## config.mk

```make
export PLATFORM = sky130hd
export DESIGN_NAME = bps_sequencer
export DESIGN_NICKNAME = d
export VERILOG_FILES = /design/src/hw/bps_pkg.sv /design/src/hw/bps_soak_tick.sv /design/src/hw/bps_sequencer.sv
export SDC_FILE = /design/constraint.sdc
export NUM_CORES = 1
export LEC_CHECK = 0
export BUFFER_PORTS_ARGS = -buffer_cell sky130_fd_sc_hd__buf_2
export CAP_MARGIN = 10
export CORE_MARGIN = 2
export CORE_UTILIZATION = 59
export CTS_CLUSTER_DIAMETER = 50
export DETAILED_ROUTE_END_ITERATION = 16
export PLACE_DENSITY = 0.95
export SYNTH_ARGS = -nofsm -noshare
export SYNTH_HDL_FRONTEND = slang
export SYNTH_SLANG_ARGS = --single-unit
export TNS_END_PERCENT = 50
```

## constraint.sdc

```tcl
create_clock -name clk_sys_i -period 6.5 [get_ports clk_sys_i]
set_clock_uncertainty 0.05 [all_clocks]
set_input_delay 1.3 -clock clk_sys_i [delete_from_list [all_inputs] [get_ports clk_sys_i]]
set_output_delay 1.3 -clock clk_sys_i [all_outputs]
set_load 0.05 [all_outputs]
```

## src/hw/bps_pkg.sv

```systemverilog
// Constants and types shared by the bank program sequencer
// Notes on behaviour
// - Last bank comes from a setting of 0 to 7, default 7.
// - A finished bank hands over to the next; start is allowed in any valid bank.
// - Launch on cleared-to-launched, stop on launched-to-cleared; clear works anywhere.
// - Launch continues from current bank, issues run, drives program end low.
// - Clear forces bank 0, issues stop, drives program end low.
// - While running, bank index steps by one when its soak time elapses.
// - End pattern OFF means the program never executes.
// - Halt pattern: after last bank, end, go stopped, program end high.
// - Hold pattern: after last bank, end, keep running, program end high.
// - Wrap pattern: after last bank, bank returns to 0 and execution continues.
// - Banks with zero soak time are skipped.
// - Bank changes accepted while running; pattern change resets bank to 0.
// - Soak time 0 to 9999 units, default 1; unit minutes, hours or seconds.
// - Soak timer advances only while process value is within set point +- band.
// - Band OFF counts as infinite, so timing runs continuously.
// - With launch on an event input, key changes to launch state are rejected.
// - Pattern set to OFF clears the event input launch assignment.
// - After power loss the launch and run states are restored.
// - After power loss the soak timer restarts from zero.
// - Event input change while off alters neither run state nor bank at power-up.
// - Soak time and band changes act on the bank now executing.
// - A bank change discards accumulated soak time and times afresh.
// - Program end output clears when the program is cleared.
package bps_pkg;
  localparam logic [1:0]  BPS_PAT_OFF    = 2'h0;
  localparam logic [1:0]  BPS_PAT_HALT   = 2'h1;
  localparam logic [1:0]  BPS_PAT_HOLD   = 2'h2;
  localparam logic [1:0]  BPS_PAT_WRAP   = 2'h3;
  localparam logic [1:0]  BPS_UNIT_MIN   = 2'h0;
  localparam logic [1:0]  BPS_UNIT_HOUR  = 2'h1;
  localparam logic [1:0]  BPS_UNIT_SEC   = 2'h2;
  localparam int          BPS_BANK_W     = 3;
  localparam int          BPS_NBANK      = 8;
  localparam int          BPS_SOAK_W     = 14;
  localparam logic [2:0]  BPS_LAST_DFLT  = 3'h7;
  localparam logic [13:0] BPS_SOAK_DFLT  = 14'h0001;
  localparam logic [13:0] BPS_SOAK_MAX   = 14'h270F;
  localparam logic [15:0] BPS_BAND_OFF   = 16'h0000;
  localparam int          BPS_CLK_NS     = 40;
  localparam int          BPS_SEC_NS     = 1000000000;
  localparam int          BPS_CYC_PER_SEC = BPS_SEC_NS / BPS_CLK_NS;
  localparam logic [11:0] BPS_SEC_PER_MIN  = 12'h03C;
  localparam logic [11:0] BPS_SEC_PER_HOUR = 12'hE10;
  localparam logic [1:0]  BPS_BOOT_CYC   = 2'h3;
  localparam logic [2:0]  BPS_BANK_RST   = 3'h0;
  localparam logic [13:0] BPS_CNT_RST    = 14'h0000;

  typedef enum logic [1:0] {ST_BOOT, ST_CLEARED, ST_EXEC, ST_ENDED} bps_state_t;

  // Absolute distance of process value from set point
  function automatic logic [16:0] bps_dist(input logic signed [15:0] a,
                                           input logic signed [15:0] b);
    logic signed [16:0] d;
    d = 17'(a) - 17'(b);
    return d[16] ? 17'(-d) : 17'(d);
  endfunction
endpackage

```

## src/hw/bps_soak_tick.sv

```systemverilog
// Soak timebase: one tick per soak unit derived from the system clock
`timescale 1ns/1ps
module bps_soak_tick
  import bps_pkg::*;
#(
  parameter int CYC_PER_SEC = BPS_CYC_PER_SEC
)(
  input  wire logic       clk_sys_i,
  input  wire logic       rst_n_i,
  input  wire logic       restart_i,
  input  wire logic [1:0] unit_i,
  output logic            tick_o
);
  logic [31:0] pre_q;
  logic [11:0] sec_q;
  logic [11:0] secs_per_unit;
  logic        sec_pulse;

  // Seconds per unit; an unknown code falls back to minutes
  always_comb
  begin
    if (unit_i == BPS_UNIT_HOUR)
      secs_per_unit = BPS_SEC_PER_HOUR;
    else if (unit_i == BPS_UNIT_SEC)
      secs_per_unit = 12'h001;
    else
      secs_per_unit = BPS_SEC_PER_MIN;
  end

  assign sec_pulse = (pre_q == 32'(CYC_PER_SEC - 1));

  // Prescaler to one second; restart keeps a fresh unit full length
  always_ff @(posedge clk_sys_i or negedge rst_n_i)
  begin
    if (!rst_n_i)
      pre_q <= 32'h0000_0000;
    else if (restart_i || sec_pulse)
      pre_q <= 32'h0000_0000;
    else
      pre_q <= pre_q + 32'h0000_0001;
  end

  // Seconds within the unit
  always_ff @(posedge clk_sys_i or negedge rst_n_i)
  begin
    if (!rst_n_i)
      sec_q <= 12'h000;
    else if (restart_i)
      sec_q <= 12'h000;
    else if (sec_pulse)
      sec_q <= (sec_q >= secs_per_unit - 12'h001) ? 12'h000
                                                   : sec_q + 12'h001;
  end

  assign tick_o = sec_pulse && (sec_q >= secs_per_unit - 12'h001);
endmodule

```

## src/hw/bps_sequencer.sv

```systemverilog
// Bank program sequencer: launch/clear, soak timing and end patterns
`timescale 1ns/1ps
module bps_sequencer
  import bps_pkg::*;
#(
  parameter int CYC_PER_SEC = BPS_CYC_PER_SEC
)(
  input  wire logic                   clk_sys_i,
  input  wire logic                   rst_n_i,
  input  wire logic [1:0]             end_pattern_i,
  input  wire logic [2:0]             last_bank_i,
  input  wire logic [7:0][13:0]       soak_time_i,
  input  wire logic [1:0]             soak_unit_i,
  input  wire logic [15:0]            wait_band_i,
  input  wire logic signed [15:0]     pv_i,
  input  wire logic signed [15:0]     sp_i,
  input  wire logic                   key_launch_i,
  input  wire logic                   key_clear_i,
  input  wire logic                   comm_launch_i,
  input  wire logic                   comm_clear_i,
  input  wire logic                   evt_assigned_i,
  input  wire logic                   evt_launch_pin_i,
  input  wire logic                   bank_set_i,
  input  wire logic [2:0]             bank_sel_i,
  input  wire logic                   nv_launched_i,
  input  wire logic                   nv_running_i,
  input  wire logic                   nv_ended_i,
  input  wire logic [2:0]             nv_bank_i,
  output logic                        program_launch_setting_o,
  output logic                        running_o,
  output logic                        prog_end_o,
  output logic [2:0]                  bank_o,
  output logic [13:0]                 soak_remaining_monitor_o,
  output logic                        run_cmd_o,
  output logic                        stop_cmd_o,
  output logic                        evt_assign_clear_o,
  output logic                        key_rejected_o
);
  bps_state_t  state_q;
  logic [1:0]  boot_q;
  logic        evt_meta_q;
  logic        evt_sync_q;
  logic        evt_prev_q;
  logic [1:0]  pat_q;
  logic [2:0]  bank_q;
  logic        running_q;
  logic        end_q;
  logic [13:0] count_q;
  logic [13:0] remain_q;
  logic        run_cmd_q;
  logic        stop_cmd_q;
  logic        asg_clr_q;
  logic        key_rej_q;
  logic        booting;
  logic        boot_done;
  logic        launched;
  logic        evt_rise;
  logic        evt_fall;
  logic        launch_req;
  logic        clear_req;
  logic        pat_chg;
  logic        to_off;
  logic        clear_acc;
  logic        launch_acc;
  logic        bank_acc;
  logic [13:0] soak_cur;
  logic        at_last;
  logic        in_band;
  logic        adv;
  logic        finish_stop;
  logic        cnt_restart;
  logic        tick;

  // Event pin crosses in through two flops before anything reads it
  always_ff @(posedge clk_sys_i or negedge rst_n_i)
  begin
    if (!rst_n_i)
    begin
      evt_meta_q <= 1'b0;
      evt_sync_q <= 1'b0;
    end
    else
    begin
      evt_meta_q <= evt_launch_pin_i;
      evt_sync_q <= evt_meta_q;
    end
  end

  // Previous event level; follows the synchronised pin through boot, with edges masked while booting, so an edge made while
  // powered off is not seen as a launch or clear
  always_ff @(posedge clk_sys_i or negedge rst_n_i)
  begin
    if (!rst_n_i)
      evt_prev_q <= 1'b0;
    else
      evt_prev_q <= evt_sync_q;
  end

  // Boot delay covers the synchroniser fill before state is restored
  always_ff @(posedge clk_sys_i or negedge rst_n_i)
  begin
    if (!rst_n_i)
      boot_q <= 2'h0;
    else if (booting)
      boot_q <= boot_q + 2'h1;
  end

  assign booting   = (state_q == ST_BOOT);
  assign boot_done = booting && (boot_q == BPS_BOOT_CYC);
  assign launched  = (state_q == ST_EXEC) || (state_q == ST_ENDED);

  // Request decode: event input owns launch when assigned
  assign evt_rise   = evt_sync_q && !evt_prev_q && !booting;
  assign evt_fall   = !evt_sync_q && evt_prev_q && !booting;
  assign launch_req = evt_assigned_i ? evt_rise
                                     : (key_launch_i || comm_launch_i);
  assign clear_req  = evt_assigned_i ? evt_fall
                                     : (key_clear_i || comm_clear_i);
  assign pat_chg    = !booting && (end_pattern_i != pat_q);
  assign to_off     = pat_chg && (end_pattern_i == BPS_PAT_OFF);
  assign clear_acc  = !booting && !pat_chg && clear_req && launched;
  assign launch_acc = !booting && !pat_chg && !clear_req && launch_req
                      && (state_q == ST_CLEARED)
                      && (end_pattern_i != BPS_PAT_OFF);
  assign bank_acc   = !booting && !pat_chg && !clear_acc && !launch_acc
                      && bank_set_i && (bank_sel_i <= last_bank_i);

  // Live soak and band inputs, so adjustments hit the current bank
  assign soak_cur = soak_time_i[bank_q];
  assign at_last  = (bank_q >= last_bank_i);
  assign in_band  = (wait_band_i == BPS_BAND_OFF)
                    || (bps_dist(pv_i, sp_i) <= {1'b0, wait_band_i});

  // Bank finished: zero soak skips at once, else count reached
  assign adv = (state_q == ST_EXEC) && !pat_chg && !clear_acc && !bank_acc
               && ((soak_cur == 14'h0000) || (count_q >= soak_cur));
  assign finish_stop = adv && at_last && (end_pattern_i == BPS_PAT_HALT);
  assign cnt_restart = booting || pat_chg || launch_acc || bank_acc
                       || adv;

  bps_soak_tick #(
    .CYC_PER_SEC (CYC_PER_SEC)
  ) u_tick (
    .clk_sys_i   (clk_sys_i),
    .rst_n_i     (rst_n_i),
    .restart_i   (cnt_restart),
    .unit_i      (soak_unit_i),
    .tick_o      (tick)
  );

  // Program state machine
  always_ff @(posedge clk_sys_i or negedge rst_n_i)
  begin
    if (!rst_n_i)
      state_q <= ST_BOOT;
    else
    begin
      case (state_q)
        ST_BOOT:
          if (boot_done)
          begin
            if (!nv_launched_i || end_pattern_i == BPS_PAT_OFF)
              state_q <= ST_CLEARED;
            else
              state_q <= nv_ended_i ? ST_ENDED : ST_EXEC;
          end
        ST_CLEARED:
          if (launch_acc)
            state_q <= ST_EXEC;
        default:
          if (to_off || clear_acc)
            state_q <= ST_CLEARED;
          else if (adv && at_last && end_pattern_i != BPS_PAT_WRAP)
            state_q <= ST_ENDED;
      endcase
    end
  end

  // Last pattern seen; a difference is a pattern change
  always_ff @(posedge clk_sys_i or negedge rst_n_i)
  begin
    if (!rst_n_i)
      pat_q <= BPS_PAT_OFF;
    else
      pat_q <= end_pattern_i;
  end

  // Bank index
  always_ff @(posedge clk_sys_i or negedge rst_n_i)
  begin
    if (!rst_n_i)
      bank_q <= BPS_BANK_RST;
    else if (boot_done)
      bank_q <= nv_bank_i;
    else if (pat_chg || clear_acc)
      bank_q <= BPS_BANK_RST;
    else if (bank_acc)
      bank_q <= bank_sel_i;
    else if (adv)
    begin
      if (!at_last)
        bank_q <= bank_q + 3'h1;
      else if (end_pattern_i == BPS_PAT_WRAP)
        bank_q <= BPS_BANK_RST;
    end
  end

  // Run or stop state
  always_ff @(posedge clk_sys_i or negedge rst_n_i)
  begin
    if (!rst_n_i)
      running_q <= 1'b0;
    else if (boot_done)
      running_q <= nv_running_i;
    else if ((to_off && launched) || clear_acc || finish_stop)
      running_q <= 1'b0;
    else if (launch_acc)
      running_q <= 1'b1;
  end

  // Program end output
  always_ff @(posedge clk_sys_i or negedge rst_n_i)
  begin
    if (!rst_n_i)
      end_q <= 1'b0;
    else if (boot_done)
      end_q <= nv_launched_i && nv_ended_i
               && (end_pattern_i != BPS_PAT_OFF);
    else if (pat_chg || clear_acc || launch_acc)
      end_q <= 1'b0;
    else if (adv && at_last && end_pattern_i != BPS_PAT_WRAP)
      end_q <= 1'b1;
  end

  // Soak count; saturates at the largest soak setting
  always_ff @(posedge clk_sys_i or negedge rst_n_i)
  begin
    if (!rst_n_i)
      count_q <= BPS_CNT_RST;
    else if (cnt_restart)
      count_q <= BPS_CNT_RST;
    else if (state_q == ST_EXEC && tick && in_band
             && count_q < BPS_SOAK_MAX)
      count_q <= count_q + 14'h0001;
  end

  // Remaining time monitor; lowered soak below count reads zero
  always_ff @(posedge clk_sys_i or negedge rst_n_i)
  begin
    if (!rst_n_i)
      remain_q <= BPS_CNT_RST;
    else
      remain_q <= (count_q >= soak_cur) ? BPS_CNT_RST : soak_cur - count_q;
  end

  // One-cycle command pulses toward the controller core
  always_ff @(posedge clk_sys_i or negedge rst_n_i)
  begin
    if (!rst_n_i)
    begin
      run_cmd_q  <= 1'b0;
      stop_cmd_q <= 1'b0;
      asg_clr_q  <= 1'b0;
      key_rej_q  <= 1'b0;
    end
    else
    begin
      run_cmd_q  <= launch_acc;
      stop_cmd_q <= clear_acc || finish_stop || (to_off && launched);
      asg_clr_q  <= to_off;
      key_rej_q  <= !booting && evt_assigned_i
                    && (key_launch_i || key_clear_i);
    end
  end

  assign program_launch_setting_o = launched;
  assign running_o                = running_q;
  assign prog_end_o               = end_q;
  assign bank_o                   = bank_q;
  assign soak_remaining_monitor_o = remain_q;
  assign run_cmd_o                = run_cmd_q;
  assign stop_cmd_o               = stop_cmd_q;
  assign evt_assign_clear_o       = asg_clr_q;
  assign key_rejected_o           = key_rej_q;
endmodule

```

Word level (Yosys, flattened, before mapping):

Cells that the tools add are included.

* flip-flop bits (word level): 90
* bits of input ports: 185
* output and inout bits: 24
* logic and storage cells: 155

* add/sub/neg operators: 9
* $lt $le $gt $ge: 7
* equality and inequality tests: 14
* muxes and demuxes: 33
* reductions and logical operators: 75

Operators by type and width (number)
* 14-bit 2-to-1 mux: 4
* 12-bit 2-to-1 mux: 4
* 14-bit binary-select mux with 3-bit select: 1
* 1-bit logical AND: 34
* 32-bit by 1-bit adder with 32-bit output (second input constant): 1
* 32-bit by 25-bit equality test with 1-bit output (second input constant): 1
* 32-bit 2-to-1 mux: 1
* 1-bit logical OR: 19
* 3-bit 2-to-1 mux: 6
* 17-bit by 16-bit less-or-equal comparator with 1-bit output: 1
* 17-bit 2-to-1 mux: 1
* 17-bit negator: 1
* 16-bit by 16-bit subtractor with 17-bit output: 1
* 16-bit zero test: 1
* 14-bit by 1-bit adder with 14-bit output (second input constant): 1
* 14-bit greater-or-equal comparator: 1
* 14-bit zero test: 1
* 14-bit < comparator (second input constant): 1
* 14-bit subtractor: 1
* 12-bit by 1-bit adder with 12-bit output (second input constant): 1
* 12-bit greater-or-equal comparator: 1
* 12-bit by 1-bit subtractor with 12-bit output (second input constant): 1
* 2-bit equality test (second input constant): 5
* 2-bit 2-to-1 mux: 5
* other kinds (20): 44

Logic depth before layout (Yosys ltp):

* depth after elaboration: 21
* gate-level depth with buffers: 22
* gate-level depth less buffers: 21

Hierarchy:

Synthesis repeated with hierarchy kept, for this count alone.

* cell total of the unflattened synthesis: 939
* area, all modules: 8229.1 µm²

Modules (own cells, without submodules)
* bps_sequencer: instances 1, cells an instance 656, area each 5574.1 µm², seq. area each 1151.1 µm²
* bps_soak_tick: instances 1, cells an instance 283, area each 2655.0 µm², seq. area each 1101.1 µm²

Least setup slack after synthesis:

No wires, ideal clock.

* path kind: input -> register
* from: input pv_i[0]
* to: register count_q[7]
* setup time: 0.125 ns
* arrival time: 6.396 ns
* data required time: 6.325 ns
* path slack: -0.070 ns
* stages: 21
* path through: inv_1 > ha_1 > fa_1 > nand2b_1 > a21oi_2 > nor2_1 > xor2_1 > or4b_4 > or4_4 > nand2b_1 > and2_1 > xor2_1 > ha_1 > nand3_1 > or2_0 > o311ai_1 > a31oi_1 > nor4_1 > nand2_1 > nor4_1 > mux2_2

* cells in the longest elaborated chain, start to end: 8

Ends and longest elaborated chain
* from (decl): RTL line bps_sequencer.sv:15 `input wire logic signed [15:0] pv_i,`
* 16-bit by 16-bit subtractor with 17-bit output *: RTL line bps_pkg.sv:56 `d = 17'(a) - 17'(b);`
* 17-bit negator: RTL line bps_pkg.sv:57 `return d[16] ? 17'(-d) : 17'(d);`
* 17-bit 2-to-1 mux *: RTL line bps_pkg.sv:57
* 17-bit by 16-bit less-or-equal comparator with 1-bit output *: RTL line bps_sequencer.sv:132 `|| (bps_dist(pv_i, sp_i) <= {1'b0, wait_band_i});`
* 1-bit logical OR *: RTL line bps_sequencer.sv:132
* 1-bit logical AND *: RTL line bps_sequencer.sv:242 `else if (state_q == ST_EXEC && tick && in_band`
* 1-bit logical AND *: RTL line bps_sequencer.sv:243 `&& count_q < BPS_SOAK_MAX)`
* 2-bit nonzero test (no line) *
* to (signal assigned): RTL line bps_sequencer.sv:244 `count_q <= count_q + 14'h0001;`
* to (decl): RTL line bps_sequencer.sv:48 `logic [13:0] count_q;`

Every way passes the cells marked *; elsewhere a longest branch is shown, timed or not.
A chain may end at the register's enable or synchronous reset.

Worst setup path after layout:

* from: input pv_i[0]
* to: register count_q[3]

Same word-level chain as after synthesis.

==> implementation parameters <==
Parameter                              Value

Placement
  Placed cell area ... 9350 sq um
  Number of instances in the placed design ... ~1300
  Number of input and output port buffers inserted ... 208
  Half-perimeter wire length after placement ... 18.0 mm
  Gpl congestion ... 0.984

Floorplanning
  Ports ... 209
  Starting utilization of the core area ... 0.611
  Placeable core region ... 13300 sq um
  Horizontal extent of the die ... 122 um
  Die boundary height ... approximately 120 um
  Die ar. ... 14800 sq um
  FP Rows ... 42

Global routing
  Global-route wire length before repair ... between 30 and 40 mm
  Tot GR Track Use ... 0.302
  Fraction of met2 tracks used by global routing ... 0.488
  Met3 track demand over resource in global routing ... 0.0684
  Peak-usage layer in the global routing report ... met2
  Initial antenna violation count ... 0
  Maximum number of pins on one net before global-route repair ... 56
  Total global routing overflow ... 0
  Met1 usage in global routing ... 0.406
  Number of global-route vias before repair ... 7727

Logic synthesis
  Flop and latch count out of synthesis ... 90
  Leading post-synthesis cells by cell area ... dfrtp_1 (28%), ha_1 (11%), mux4_2 (8.0%), nor2_1 (4.7%), xnor2_1 (4.6%)
  Number of distinct library cell variants in the gate-level netlist after synthesis ... 75
  Netlist area before placement ... 8150 sq um
  Synthesized instance count ... 930
  Part of the Yosys area used for sequential elements ... 0.276
  Synthesized area per cell ... 8.77 sq um
  Most common library cells after synthesis ... nor2_1 (102), dfrtp_1 (90), inv_1 (76), ha_1 (70), nand2_1 (68)
  Yosys warning count ... 0
  Ys flop type ... dfrtp_1
  Most common cell in the netlist ... nor2_1
  Number of nets produced by synthesis ... 1187
  Share of synthesized flip-flops with an asynchronous set or reset ... 1.00
  Area leader, netlist ... dfrtp_1
  Post-synth EDFFs ... 0
  Top-area cell type share of the netlist area ... 0.276

Detailed routing
  Final WL ... 22.6 mm
  Average via count per standard cell ... 6.13
  Number of search-and-repair iterations in the first detailed-routing pass ... 5
  Iter 0 DRT Violations ... 612
  Remaining number of nets flagged by the antenna check after routing ... 0
  Via count ... 8035
  DRC violation count after routing ... 0
  Drt wl/cell ... 17.2 um

STA
  Final hold vios ... 0
  Minimum period implied by the final worst setup slack ... 6.27 ns
  Worst relative slew slack ... 0.347
  Maximum clock frequency ... 0.159 GHz
  Actual slew at the worst max-slew pin ... 0.979 ns
  Setup-violating endpoint count in the final report ... 0
  Final Slew Violations ... 0
  Period Utilization, post-route ... 0.965
  RSZ-0062 raised after global routing ... no
  Hold_ws ... between 0.3 and 0.4 ns

Clock tree
  Worst-Skew Late Latency ... 0.35 ns
  Post CTS Setup Buffer Count ... 0
  Total clock sinks ... 90
  Number of CTS-inserted buffers ... 9
  TritonCTS clock tree ... yes
  H-Tree Depth ... 3
  # hold bufs at CTS ... 0
  Post-cts gate resize count ... 0
  Longest Clk Path Bufs ... 2
  Clk slew on worst S/H paths ... 0.06 ns
  Root buffer cell ... clkbuf_16

Worst setup path
  Register-to-register path setup slack ... 1.42 ns
  Required time of the worst setup path ... 6.73 ns
  Capturing element type of the critical path ... register
  Data arrival time of the worst path ... 6.50 ns
  Largest fanout of any net on the critical path ... 6
  Worst Setup Start Kind ... primary input
  Classification of the worst setup path ... primary input to register

Layout
  End-of-flow core utilization ... 0.722
  Fraction of final layout cells with drive strength greater than 1 ... 0.262
  Number of non-filler instances in the completed layout ... roughly 1300
  Layout Area Growth over Synthesis ... 18.2%
  Total non-filler cell area in the finished layout ... 9640 sq um
  Final net count ... roughly 1400
  N_diodes ... 0

Power
  Static leakage power ... around 4.5 nW
  Power per standard cell area ... approximately 320 nW/um^2
  VDD IR-drop max ... between 0.2 and 0.3 mV
  Power consumption ... 3.07 mW

Flow run
  Max-cap check violation count ... 0

Min path
  Hold WC Path Type ... register to register

Status
  Run status ... complete, no violations
-- flip-flops by register name, indices dropped and copies added, names as in the netlist, 2 cells and up --
signal and flops:
u_tick.pre_q 32, count_q 14, soak_remaining_monitor_o 14, u_tick.sec_q 12, bank_o 3, boot_q 2
pat_q 2, state_q 2
-- layer usage --
| metal | routed length [um] | up-vias |
|---|---|---|
| met4 | 685 | 0 |
| li1 | - | 3769 |
| met2 | 10700 | 387 |
| met3 | 1890 | 70 |
| met5 | 0 | - |
| met1 | 9310 | 3809 |
-- cell type report --
type / count / area [sq um]
clock buffer: 10 / 229
clock inverter: 5 / 41.3
fill: 981 / 3710
inverter: 76 / 285
multi-input combinational: 736 / 5490
sequential: 90 / 2250
tap: 176 / 220
timing repair buffer: 218 / 1120
-- kinds of logic after synthesis --
kind of cell / synth area share
simple gates: 0.235
mux: 0.100
other cells: 0.000460
buf+inv: 0.0529
xor+xnor: 0.0773
compound gates: 0.146
fa+ha+maj: 0.112
flops: 0.276
-- placed cells by master, fill, tap and decap left out, drive strengths merged, types with 33 or more instances in the layout --
cell / instances
inv: 77
dfrtp: 90
nor2: 102
ha: 70
nand3: 36
a21oi: 53
nand2: 69
buf: 218
xnor2: 43
o21ai: 33
-- path summary, 6_finish.rpt --
kind	cells after the start	end	from
max in group asynchronous	2	bank_o[1]	rst_n_i
worst min register to register	0	evt_sync_q	evt_meta_q
worst max-delay path	23	count_q[3]	pv_i[0]
worst min-delay path	0	evt_sync_q	evt_meta_q
min in group asynchronous	1	u_tick.pre_q[18]	rst_n_i
worst max register to register	15	u_tick.pre_q[24]	bank_o[1]
-- power by group --
| group | internal [mW] | leakage, nW | switching (mW) |
|---|---|---|---|
| clock | 0.260 | 0.125 | 0.226 |
| sequential | 0.641 | 1.21 | 0.109 |
| combinational | 0.745 | 3.14 | 1.09 |
| total | 1.65 | 4.48 | 1.42 |
-- metrics by stage --
step	setup slack (ns)	setup TNS, ns
final	0.230	0
after floorplan	0.140	0
after global routing	0.0454	0
after global placement	0.135	0
after detailed placement	-0.178	-0.547
after CTS	0.189	0
-- worst max-delay path, stage by stage --
cell	delay [ns]
buf_2	0.08
inv_1	0.03
ha_1	0.22
fa_1	0.41
nand2b_1	0.19
a21oi_2	0.16
nor2_1	0.07
xor2_1	0.19
or4b_4	0.53
or3_1	0.41
o41ai_1	0.38
xnor2_1	0.13
ha_1	0.29
and3_1	0.16
nand3_1	0.09
or2_0	0.25
o311ai_1	0.32
a31oi_1	0.11
nor4_2	0.31
buf_4	0.22
nor4b_2	0.31
and4_1	0.24
o21a_1	0.10
Note: power is estimated with default switching activity, not from simulation.
